===== config.mk =====
export PLATFORM = sky130hd
export DESIGN_NAME = fcs_host
export DESIGN_NICKNAME = d
export VERILOG_FILES = /design/src/core/fcs_pkg.sv /design/src/core/fcs_host.sv
export VERILOG_INCLUDE_DIRS = /design/src /design/src/core
export SDC_FILE = /design/constraint.sdc
export NUM_CORES = 1
export LEC_CHECK = 0
export ABC_CLOCK_PERIOD_IN_PS = 3800
export BUFFER_PORTS_ARGS = -buffer_cell sky130_fd_sc_hd__buf_2
export CELL_PAD_IN_SITES_DETAIL_PLACEMENT = 1
export CELL_PAD_IN_SITES_GLOBAL_PLACEMENT = 2
export CORE_UTILIZATION = 39
export DETAILED_ROUTE_END_ITERATION = 10
export GPL_ROUTABILITY_DRIVEN = 1
export PLACE_DENSITY = 0.91
export SLEW_MARGIN = 40
export SYNTH_ARGS = -nofsm -noshare
export SYNTH_HDL_FRONTEND = slang
export SYNTH_SLANG_ARGS = --single-unit

===== constraint.sdc =====
create_clock -name clk -period 3.8 [get_ports clk]
set_input_delay 0.57 -clock clk [delete_from_list [all_inputs] [get_ports clk]]
set_output_delay 0.57 -clock clk [all_outputs]
set_load 0.03 [all_outputs]

===== src/core/fcs_consts.svh =====
// How it works
// - all cycles writes except array/autoselect reads
// - array read is one plain read cycle
// - F0 reset returns device to read mode
// - autoselect fourth cycle is a read
// - top address bit low, cycles three/four
// - protect verify top bit picks sector half
// - bypass program only after bypass entry
// - bypass exit is 90 then 00
// - program is AA, 55, A0, data
// - chip erase is AA,55,80,AA,55,10
// - sector erase ends 30 at sector
// - autoselect AA,55,90 then read offset
// - secured region entry ends with 88
// - secured region exit ends 90, 00
// - CFI query is 98 to AA
`ifndef FCS_CONSTS_SVH
`define FCS_CONSTS_SVH

`define FCS_ADDR_W      22
`define FCS_DATA_W      8

// unlock and command addresses (byte mode)
`define FCS_ADR_UNLK1   22'h00_0AAA
`define FCS_ADR_UNLK2   22'h00_0555
`define FCS_ADR_CFI     22'h00_00AA
`define FCS_ADR_ANY     22'h00_0000
`define FCS_ADR_PROT    16'h0004

// command data codes
`define FCS_D_UNLK1     8'hAA
`define FCS_D_UNLK2     8'h55
`define FCS_D_RESET     8'hF0
`define FCS_D_AUTOSEL   8'h90
`define FCS_D_SECENTER  8'h88
`define FCS_D_EXIT      8'h00
`define FCS_D_PROGRAM   8'hA0
`define FCS_D_BYPASS    8'h20
`define FCS_D_ERASE     8'h80
`define FCS_D_CHIP      8'h10
`define FCS_D_SECT      8'h30
`define FCS_D_SUSPEND   8'hB0
`define FCS_D_RESUME    8'h30
`define FCS_D_CFI       8'h98

// bus timing: times in ns, least times rounded up to whole cycles
`define FCS_CLK_NS      4
`define FCS_TWP_NS      35
`define FCS_TWPH_NS     30
`define FCS_TACC_NS     70
`define FCS_TWP_CYC     8'((`FCS_TWP_NS + `FCS_CLK_NS - 1) / `FCS_CLK_NS)
`define FCS_TWPH_CYC    8'((`FCS_TWPH_NS + `FCS_CLK_NS - 1) / `FCS_CLK_NS)
// two extra cycles cover the data-input synchroniser
`define FCS_TRD_CYC     8'((`FCS_TACC_NS + `FCS_CLK_NS - 1) / `FCS_CLK_NS + 2)

`endif


===== src/core/fcs_pkg.sv =====
`include "fcs_consts.svh"

package fcs_pkg;

  typedef enum logic [3:0] {
    OP_READ       = 4'h0,
    OP_RESET      = 4'h1,
    OP_AUTOSEL    = 4'h2,
    OP_PROT       = 4'h3,
    OP_SEC_ENTER  = 4'h4,
    OP_SEC_EXIT   = 4'h5,
    OP_PROGRAM    = 4'h6,
    OP_BYP_ENTER  = 4'h7,
    OP_BYP_PROG   = 4'h8,
    OP_BYP_RESET  = 4'h9,
    OP_CHIP_ERASE = 4'hA,
    OP_SECT_ERASE = 4'hB,
    OP_SUSPEND    = 4'hC,
    OP_RESUME     = 4'hD,
    OP_CFI        = 4'hE
  } fcs_op_t;

  typedef enum logic [4:0] {
    ST_IDLE   = 5'b00001,
    ST_SETUP  = 5'b00010,
    ST_WRLOW  = 5'b00100,
    ST_WRHIGH = 5'b01000,
    ST_RDWAIT = 5'b10000
  } fcs_state_t;

  typedef struct packed {
    logic [`FCS_ADDR_W-1:0] addr;
    logic [`FCS_DATA_W-1:0] data;
    logic                   rd;
    logic                   last;
  } fcs_step_t;

  typedef struct packed {
    fcs_state_t             st;
    fcs_op_t                op;
    logic [2:0]             step;
    logic [7:0]             cnt;
    logic [`FCS_ADDR_W-1:0] cAddr;
    logic [`FCS_DATA_W-1:0] cData;
    logic                   bypass;
    logic                   rspValid;
    logic                   rspErr;
    logic [`FCS_DATA_W-1:0] rspData;
    logic [`FCS_ADDR_W-1:0] fAddr;
    logic [`FCS_DATA_W-1:0] fDq;
    logic                   dqOeN;
    logic                   ceN;
    logic                   weN;
    logic                   oeN;
    logic                   last;
    logic [`FCS_DATA_W-1:0] sync1;
    logic [`FCS_DATA_W-1:0] sync2;
  } fcs_regs_t;

endpackage : fcs_pkg


===== src/core/fcs_host.sv =====
`include "fcs_consts.svh"

module fcs_host (
  input  wire logic                   clk,
  input  wire logic                   nrst,
  input  wire logic                   cmdValid,
  output logic                        cmdReady,
  input  wire fcs_pkg::fcs_op_t       cmdOp,
  input  wire logic [`FCS_ADDR_W-1:0] cmdAddr,
  input  wire logic [`FCS_DATA_W-1:0] cmdData,
  output logic                        rspValid,
  output logic                        rspErr,
  output logic [`FCS_DATA_W-1:0]      rspData,
  output logic                        bypassMode,
  output logic [`FCS_ADDR_W-1:0]      flashAddr,
  output logic [`FCS_DATA_W-1:0]      flashDqOut,
  output logic                        flashDqOe_n,
  input  wire logic [`FCS_DATA_W-1:0] flashDqIn,
  output logic                        flashCe_n,
  output logic                        flashWe_n,
  output logic                        flashOe_n
);

  fcs_pkg::fcs_regs_t r;
  fcs_pkg::fcs_regs_t nx;
  fcs_pkg::fcs_step_t cur;

  // one bus cycle of a command sequence, chosen by operation and step index
  function automatic fcs_pkg::fcs_step_t stepOf(
    input fcs_pkg::fcs_op_t       op,
    input logic [2:0]             idx,
    input logic [`FCS_ADDR_W-1:0] a,
    input logic [`FCS_DATA_W-1:0] d
  );
    fcs_pkg::fcs_step_t s;
    logic [`FCS_ADDR_W-1:0] sect;
    s = '0;
    sect = {a[21:16], 16'h0000};
    // shared two-write unlock prefix
    if (idx == 3'd0) begin
      s.addr = `FCS_ADR_UNLK1;
      s.data = `FCS_D_UNLK1;
    end else if (idx == 3'd1) begin
      s.addr = `FCS_ADR_UNLK2;
      s.data = `FCS_D_UNLK2;
    end else begin
      s.addr = `FCS_ADR_UNLK1;
    end
    unique case (op)
      fcs_pkg::OP_READ: begin
        s = '{addr: a, data: '0, rd: 1'b1, last: 1'b1};
      end
      fcs_pkg::OP_RESET: begin
        s = '{addr: `FCS_ADR_ANY, data: `FCS_D_RESET, rd: 1'b0, last: 1'b1};
      end
      fcs_pkg::OP_AUTOSEL, fcs_pkg::OP_PROT: begin
        if (idx == 3'd2) begin
          s.data = `FCS_D_AUTOSEL;
          if (op == fcs_pkg::OP_PROT) begin
            s.addr[21] = a[21];
          end
        end else if (idx == 3'd3) begin
          s.rd = 1'b1;
          // identity offsets keep the top bit low; verify reads the sector
          s.addr = (op == fcs_pkg::OP_PROT) ? {a[21:16], `FCS_ADR_PROT}
                                             : {6'h00, a[15:0]};
        end else if (idx == 3'd4) begin
          s.addr = `FCS_ADR_ANY;
          s.data = `FCS_D_RESET;
          s.last = 1'b1;
        end
      end
      fcs_pkg::OP_SEC_ENTER: begin
        if (idx == 3'd2) begin
          s.data = `FCS_D_SECENTER;
          s.last = 1'b1;
        end
      end
      fcs_pkg::OP_SEC_EXIT: begin
        if (idx == 3'd2) begin
          s.data = `FCS_D_AUTOSEL;
        end else if (idx == 3'd3) begin
          s.addr = `FCS_ADR_ANY;
          s.data = `FCS_D_EXIT;
          s.last = 1'b1;
        end
      end
      fcs_pkg::OP_PROGRAM: begin
        if (idx == 3'd2) begin
          s.data = `FCS_D_PROGRAM;
        end else if (idx == 3'd3) begin
          s.addr = a;
          s.data = d;
          s.last = 1'b1;
        end
      end
      fcs_pkg::OP_BYP_ENTER: begin
        if (idx == 3'd2) begin
          s.data = `FCS_D_BYPASS;
          s.last = 1'b1;
        end
      end
      fcs_pkg::OP_BYP_PROG: begin
        s.addr = (idx == 3'd0) ? `FCS_ADR_ANY : a;
        s.data = (idx == 3'd0) ? `FCS_D_PROGRAM : d;
        s.last = (idx == 3'd1);
      end
      fcs_pkg::OP_BYP_RESET: begin
        s.addr = `FCS_ADR_ANY;
        s.data = (idx == 3'd0) ? `FCS_D_AUTOSEL : `FCS_D_EXIT;
        s.last = (idx == 3'd1);
      end
      fcs_pkg::OP_CHIP_ERASE, fcs_pkg::OP_SECT_ERASE: begin
        if (idx == 3'd2) begin
          s.data = `FCS_D_ERASE;
        end else if (idx == 3'd3) begin
          s.data = `FCS_D_UNLK1;
        end else if (idx == 3'd4) begin
          s.addr = `FCS_ADR_UNLK2;
          s.data = `FCS_D_UNLK2;
        end else if (idx == 3'd5) begin
          s.last = 1'b1;
          if (op == fcs_pkg::OP_SECT_ERASE) begin
            s.addr = sect;
            s.data = `FCS_D_SECT;
          end else begin
            s.data = `FCS_D_CHIP;
          end
        end
      end
      fcs_pkg::OP_SUSPEND: begin
        s = '{addr: `FCS_ADR_ANY, data: `FCS_D_SUSPEND, rd: 1'b0, last: 1'b1};
      end
      fcs_pkg::OP_RESUME: begin
        s = '{addr: `FCS_ADR_ANY, data: `FCS_D_RESUME, rd: 1'b0, last: 1'b1};
      end
      default: begin
        // OP_CFI and the unused code 4'hF both issue the query
        s = '{addr: `FCS_ADR_CFI, data: `FCS_D_CFI, rd: 1'b0, last: 1'b1};
      end
    endcase
    return s;
  endfunction : stepOf

  // refuse commands the device would not honour in its current mode
  function automatic logic legal(input fcs_pkg::fcs_op_t op, input logic byp);
    logic ok;
    ok = 1'b1;
    if (op == fcs_pkg::OP_BYP_PROG || op == fcs_pkg::OP_BYP_RESET) begin
      ok = byp;
    end else if (byp) begin
      ok = (op == fcs_pkg::OP_READ) || (op == fcs_pkg::OP_RESET);
    end
    return ok;
  endfunction : legal

  assign cur = stepOf(r.op, r.step, r.cAddr, r.cData);

  // next-state logic for the whole controller
  always_comb begin
    nx = r;
    nx.rspValid = 1'b0;
    nx.sync1 = flashDqIn;
    nx.sync2 = r.sync1;
    unique case (r.st)
      fcs_pkg::ST_IDLE: begin
        if (cmdValid) begin
          if (legal(cmdOp, r.bypass)) begin
            nx.op = cmdOp;
            nx.cAddr = cmdAddr;
            nx.cData = cmdData;
            nx.step = 3'd0;
            nx.rspErr = 1'b0;
            nx.st = fcs_pkg::ST_SETUP;
          end else begin
            nx.rspValid = 1'b1;
            nx.rspErr = 1'b1;
          end
        end
      end
      fcs_pkg::ST_SETUP: begin
        // address and chip select settle a full cycle before the write strobe; on a read, output enable falls with them
        nx.fAddr = cur.addr;
        nx.ceN = 1'b0;
        nx.last = cur.last;
        if (cur.rd) begin
          nx.oeN = 1'b0;
          nx.dqOeN = 1'b1;
          nx.cnt = `FCS_TRD_CYC;
          nx.st = fcs_pkg::ST_RDWAIT;
        end else begin
          nx.fDq = cur.data;
          nx.dqOeN = 1'b0;
          nx.cnt = `FCS_TWP_CYC;
          nx.st = fcs_pkg::ST_WRLOW;
        end
      end
      fcs_pkg::ST_WRLOW: begin
        // address held through the fall, data held through the rise; the strobe
        // falls one cycle after entry, so the count runs to zero to give a full pulse
        nx.weN = 1'b0;
        nx.cnt = r.cnt - 8'd1;
        if (r.cnt == 8'd0) begin
          nx.weN = 1'b1;
          nx.cnt = `FCS_TWPH_CYC;
          nx.st = fcs_pkg::ST_WRHIGH;
        end
      end
      fcs_pkg::ST_WRHIGH: begin
        nx.cnt = r.cnt - 8'd1;
        if (r.cnt == 8'd1) begin
          nx.ceN = 1'b1;
          nx.dqOeN = 1'b1;
          nx.step = r.step + 3'd1;
          nx.st = r.last ? fcs_pkg::ST_IDLE : fcs_pkg::ST_SETUP;
          nx.rspValid = r.last;
          if (r.last && r.op == fcs_pkg::OP_BYP_ENTER) begin
            nx.bypass = 1'b1;
          end else if (r.last && (r.op == fcs_pkg::OP_BYP_RESET ||
                                  r.op == fcs_pkg::OP_RESET)) begin
            nx.bypass = 1'b0;
          end
        end
      end
      fcs_pkg::ST_RDWAIT: begin
        nx.cnt = r.cnt - 8'd1;
        if (r.cnt == 8'd1) begin
          nx.rspData = r.sync2;
          nx.oeN = 1'b1;
          nx.ceN = 1'b1;
          nx.step = r.step + 3'd1;
          nx.st = r.last ? fcs_pkg::ST_IDLE : fcs_pkg::ST_SETUP;
          nx.rspValid = r.last;
        end
      end
      default: begin
        nx.st = fcs_pkg::ST_IDLE;
      end
    endcase
  end

  // single state register; bus strobes idle high and data undriven after reset
  always_ff @(posedge clk or negedge nrst) begin
    if (!nrst) begin
      r <= '0;
      r.st <= fcs_pkg::ST_IDLE;
      r.op <= fcs_pkg::OP_READ;
      r.dqOeN <= 1'b1;
      r.ceN <= 1'b1;
      r.weN <= 1'b1;
      r.oeN <= 1'b1;
    end else begin
      r <= nx;
    end
  end

  assign cmdReady    = (r.st == fcs_pkg::ST_IDLE);
  assign rspValid    = r.rspValid;
  assign rspErr      = r.rspErr;
  assign rspData     = r.rspData;
  assign bypassMode  = r.bypass;
  assign flashAddr   = r.fAddr;
  assign flashDqOut  = r.fDq;
  assign flashDqOe_n = r.dqOeN;
  assign flashCe_n   = r.ceN;
  assign flashWe_n   = r.weN;
  assign flashOe_n   = r.oeN;

endmodule : fcs_host


======== After elaboration in Yosys (flattened, before gate mapping) ========
Cells that the tools add are included.
storage, ports and cells
  register bits after elaboration ......... 112
  logic and storage cells ................. 163
operators by class
  bitwise operators ....................... 1
  eq/ne operators ......................... 34
  multiplexer cells ....................... 75
  add/subtract/negate cells ............... 2
  reductions and logical operators ........ 32
operator list
  kind                                                 number
  two-way mux 30 bit                                   6
  two-way mux 22 bit                                   8
  one-hot mux 22 bit (8 select lines)                  1
  one-hot mux 8 bit (12 select lines)                  1
  two-way mux 8 bit                                    11
  two-way mux 12 bit                                   3
  equality test 4 bit, second input constant           8
  two-way mux 1 bit                                    24
  one-hot mux 8 bit (3 select lines)                   1
  two-way mux 21 bit                                   1
  two-way mux 5 bit                                    4
  one-hot mux 5 bit (4 select lines)                   1
  equality test 4 x 3 -> 1 bit, second input constant  4
  AND reduction 3 bit                                  4
  OR reduction 2 bit                                   6
  != test 2 bit, second input constant                 5
  equality test 4 x 1 -> 1 bit, second input constant  2
  equality test 4 x 2 -> 1 bit, second input constant  2
  equality test 8 x 1 -> 1 bit, second input constant  1
  zero test 4 bit                                      2
  zero test 8 bit                                      1
  two-way mux 2 bit                                    4
  AND reduction 2 bit                                  4
  AND reduction 4 bit                                  2
  other kinds (25)                                     38

======== Longest topological paths before layout ========
  depth after elaboration ................. 9
  gate-level depth with buffers ........... 9
  depth with buffers taken out ............ 7

======== Worst setup path before layout ========
Ideal clock, no wire load.
  path kind ............................... register to register
  from .................................... register r[100] (netlist name)
  to ...................................... register r (netlist bit flashAddr[1])
  slack ................................... 1523 ps
  cell stages (with the launch flop) ...... 8
  buffers on the path ..................... 1
  arrival ................................. 2151 ps
  cells stage by stage .................... dfrtp_1 -> inv_1 -> ha_1 -> buf_2 -> or3b_4 -> a311o_1 -> a211o_1 -> o32a_1
on the way
  word-level cells in the longest chain between the ends .. 9
  elaborated cells on any way between the ends .. 22
RTL lines
  element                                  line             source
  from (decl)                              fcs_host.sv:24   fcs_pkg::fcs_regs_t r;
  from (signal assigned)                   fcs_host.sv:253  r <= nx;
  equality test 3 x 1 -> 1 bit             fcs_host.sv:43   end else if (idx == 3'd1) begin
  two-way mux 12 bit                       fcs_host.sv:43
  two-way mux 30 bit                       fcs_host.sv:40   if (idx == 3'd0) begin
  two-way mux 22 bit                       fcs_host.sv:123  if (op == fcs_pkg::OP_SECT_ERASE) begin
  two-way mux 30 bit                       fcs_host.sv:121  end else if (idx == 3'd5) begin
  two-way mux 30 bit                       fcs_host.sv:118  end else if (idx == 3'd4) begin
  two-way mux 22 bit                       fcs_host.sv:116  end else if (idx == 3'd3) begin
  two-way mux 22 bit                       fcs_host.sv:114  if (idx == 3'd2) begin
  one-hot mux 22 bit (8 select lines) (*)  fcs_host.sv:49   unique case (op)
Every way passes the cells marked *; elsewhere a longest branch is shown, timed or not.
A chain may end at the register's enable or synchronous reset.

======== Worst setup path after layout ========
  from .................................... register r[102] (netlist name)
  to ...................................... register r (netlist bit flashDqOut[7])
on the way
  word-level cells in the longest chain between the ends .. 7
  elaborated cells on any way between the ends .. 27
RTL lines
  element                              line
  zero test 3 bit                      fcs_host.sv:40, fcs_host.sv:105, fcs_host.sv:110
  two-way mux 30 bit                   fcs_host.sv:40
  two-way mux 30 bit                   fcs_host.sv:121
  two-way mux 30 bit                   fcs_host.sv:118
  two-way mux 8 bit                    fcs_host.sv:116
  two-way mux 8 bit                    fcs_host.sv:114
  one-hot mux 8 bit (12 select lines)  fcs_host.sv:49
Several ways; a longest one is shown, not always the timed one.

==> parameters.txt <==
Parameter                              Value

CTS
  Clock buffer count from CTS    9
  Resized cells post-CTS    0
  Clock latency on the worst-skew pair    360 ps
  # H-tree levels    3
  CTS tree    yes
  Post-CTS setup buffer count    0
  Clk pin slew, worst setup/hold paths    70 ps
  Root buffer cell    sky130_fd_sc_hd__clkbuf_16
  CTS Sinks    112
  Buffers from clock root to sink, at most    2
  Number of buffers inserted by hold repair at cts    0

Layout
  Share of layout cells above drive strength 1    0.268
  Area taken by multi-input logic gates    2620 um2
  Diodes inserted    0
  Final layout net count    679
  Synthesis-to-layout area growth    10.0%
  Area taken by flip-flops and latches    2810 um2
  Number of fill cells in the layout    1644
  Finished Layout Cells    810
  Final cell area excluding filler cells    6510 um2

GRT
  Number of global-route vias before repair    4977
  Tot GR Track Use    0.221
  Pin count of the biggest net entering global routing    70
  Wire length of the first global-routing pass    27200 um
  Antenna violations before repair    0
  Gr ovfl total    0

Setup path
  Critical path buffers and inverters    1
  Worst Setup Path Type    flip-flop to flip-flop
  CP Max Fanout    24
  CP startpoint kind    flip-flop
  Family with the most delay on the worst path    compound AO/OA/AOI/OAI gates
  Required time of the worst setup path    4040 ps
  Endpoint class of the critical path    flip-flop
  Data arrival time of the worst path    3200 ps
  Cell breakdown of the critical path    clkinv_1 > ha_2 > a32oi_2 > nand3_1 > a31o_2 > o32a_1
  Worst path slowest cell    sky130_fd_sc_hd__dfrtp_1
  Critical path's largest stage delay    710 ps

Synth
  Net count after synthesis    637
  Synthesized instance count    580
  Post-synth cell types    68
  Sequential area share after synthesis    0.474
  Avg Inst Size Synth    10.2 um2
  Cell types with the largest area share after synthesis    sky130_fd_sc_hd__dfrtp_1 45%, sky130_fd_sc_hd__mux2_2 7.2%, sky130_fd_sc_hd__buf_4 4.8%
  Cell taking the most area after synthesis    sky130_fd_sc_hd__dfrtp_1
  Number of register bits inferred by synthesis    112
  Primary flip-flop cell chosen by synthesis mapping    sky130_fd_sc_hd__dfrtp_1
  Mapped cell area    5920 um2
  Number of synthesized flops with an enable pin    0
  Most instantiated cells after synthesis    107 x sky130_fd_sc_hd__dfrtp_1, 41 x sky130_fd_sc_hd__nand2_1, 38 x sky130_fd_sc_hd__buf_4, 38 x sky130_fd_sc_hd__mux2_2, 37 x sky130_fd_sc_hd__o21ai_0
  Post-synthesis async set-or-reset flop share    1.00
  Most common cell in the synthesized netlist    sky130_fd_sc_hd__dfrtp_1
  Area share of the leading cell type in the synthesized netlist    0.452
  Ys Warns    0

Power
  Worst-case vdd ir drop    346 uV
  Static Leakage    0.00293 uW
  Total power divided by cell area    744 nW/um2

Timing
  Max Clock Skew    7.72 ps
  Final Worst Setup Slack    836 ps
  Final period demand of the worst path    2960 ps
  FMAX    0.337 GHz
  Fin Setup TNS    0 ps
  Relative max-transition margin    0.473
  Ratio of final minimum period to clock period    0.780
  Pin slew with the least headroom to its limit    780 ps
  Final Max Slew Viols    0
  Setup-violating endpoint count in the final report    0
  Unrepaired setup endpoints after global routing    no
  Worst Hold Margin    196 ps
  Fin. Hold Viols    0

Die
  Die W    125 um
  Core Footprint    14700 um2
  Die outline area    15700 um2
  Floorplan die height    125 um
  Starting density of the core    0.403
  Top-level I/O count    91
  Cell row count    44

Place
  Global placement routability congestion    0.916
  Hpwl dp    12000 um
  Total of buffers placed on input and output ports    90
  Pre-CTS setup slack    699 ps
  Number of placed instances with taps included    795
  Placed cell area    6230 um2

Route
  Number of nets still failing antenna checks after routing    0
  Number of detailed-route iterations in the first pass    9
  Post-detailed-route via-to-cell ratio    5.79
  DRC violations left    4
  Final WL    16500 um
  Number of design-rule violations left by the first detailed-router iteration    314
  Vias after detailed routing    4692
  Routed length per instance    20.3 um

Outcome
  Outcome    finished, violations left
  Violated checks    design-rule violations

Hold path
  Worst min path class    input port to async pin

Job
  Max-cap violations    0
layout by cell type (no fill, tap or decap), types with 7 or more instances in the layout:
master and count:
sky130_fd_sc_hd__o22ai_1 8, sky130_fd_sc_hd__nor3_1 12, sky130_fd_sc_hd__and2_1 7, sky130_fd_sc_hd__o21ai_0 37
sky130_fd_sc_hd__a21oi_1 34, sky130_fd_sc_hd__a211oi_1 7, sky130_fd_sc_hd__dfrtp_1 106, sky130_fd_sc_hd__a22o_1 9
sky130_fd_sc_hd__a21o_1 7, sky130_fd_sc_hd__nand3_1 20, sky130_fd_sc_hd__nor2_1 32, sky130_fd_sc_hd__nor2b_1 13
sky130_fd_sc_hd__clkbuf_16 9, sky130_fd_sc_hd__buf_2 89, sky130_fd_sc_hd__inv_1 16, sky130_fd_sc_hd__buf_4 7
sky130_fd_sc_hd__nand2b_1 11, sky130_fd_sc_hd__mux2_2 38, sky130_fd_sc_hd__ha_1 11, sky130_fd_sc_hd__nand2_1 41
power by group:
| part | leakage [uW] | switching [uW] | internal (uW) |
|---|---|---|---|
| sequential | 0.00138 | 366 | 1600 |
| combinational | 0.00141 | 1230 | 730 |
| clock | 0.000139 | 465 | 454 |
| total | 0.00293 | 2070 | 2780 |
metal layers:
layer | up-vias | share of wire | GRT usage
met5 | - | 0 | 0
met3 | 28 | 0.049 | 0.0394
met1 | 2387 | 0.44 | 0.287
met4 | 0 | 0.022 | 0.0854
met2 | 134 | 0.48 | 0.370
li1 | 2143 | - | -
stage by stage:
stage               total power [uW]  utilization
finish                          4850        0.443
global placement                3850        0.423
CTS                             4870        0.443
global route                    5130        0.443
detailed placement              3940        0.424
floorplan                       3460            -
state kept, by name, summed over array words and instances (netlist names):
| name | count |
|---|---|
| r | 59 |
| flashAddr | 22 |
| flashDqOut | 8 |
| nx | 8 |
| rspData | 8 |
| bypassMode | 1 |
| flashCe_n | 1 |
| flashDqOe_n | 1 |
| flashOe_n | 1 |
| flashWe_n | 1 |
| rspErr | 1 |
| rspValid | 1 |
worst paths after layout:
check / from / end / slack (ps) / cells after the start
setup / recovery: r[102]$_DFFE_PN0P_ / flashDqOut[7]$_DFFE_PN0P_ / 840 / 6
hold / removal: nrst / r[75]$_DFFE_PN0P_ / 200 / 1
setup reg to reg: r[102]$_DFFE_PN0P_ / flashDqOut[7]$_DFFE_PN0P_ / 840 / 6
hold reg to reg: nx[0]$_DFF_PN0_ / r[0]$_DFF_PN0_ / 350 / 0
max in group asynchronous: nrst / flashDqOe_n$_DFFE_PN1P_ / 2750 / 2
min in group clk: flashDqIn[5] / nx[5]$_DFF_PN0_ / 310 / 1
logic make-up (layout without fill, tap and decap cells):
logic type	count (synthesis)	after routing	synth area share
mux	40	40	0.0761
simple gates	170	170	0.151
buf+inv	83	129	0.0839
flops	112	112	0.474
compound gates	157	157	0.180
xor+xnor	6	6	0.00888
fa+ha+maj	12	12	0.0254
layout make-up:
| class | count | area share |
|---|---|---|
| Clock buffer | 9 | 0.0346 |
| Sequential cell | 112 | 0.432 |
| Timing Repair Buffer | 97 | 0.0782 |
| Multi-Input combinational cell | 385 | 0.403 |
| Tap cell | 184 | 0.0354 |
| Inverter | 17 | 0.00980 |
| Clock inverter | 6 | 0.00788 |
Power figures use the tool's default switching activity.
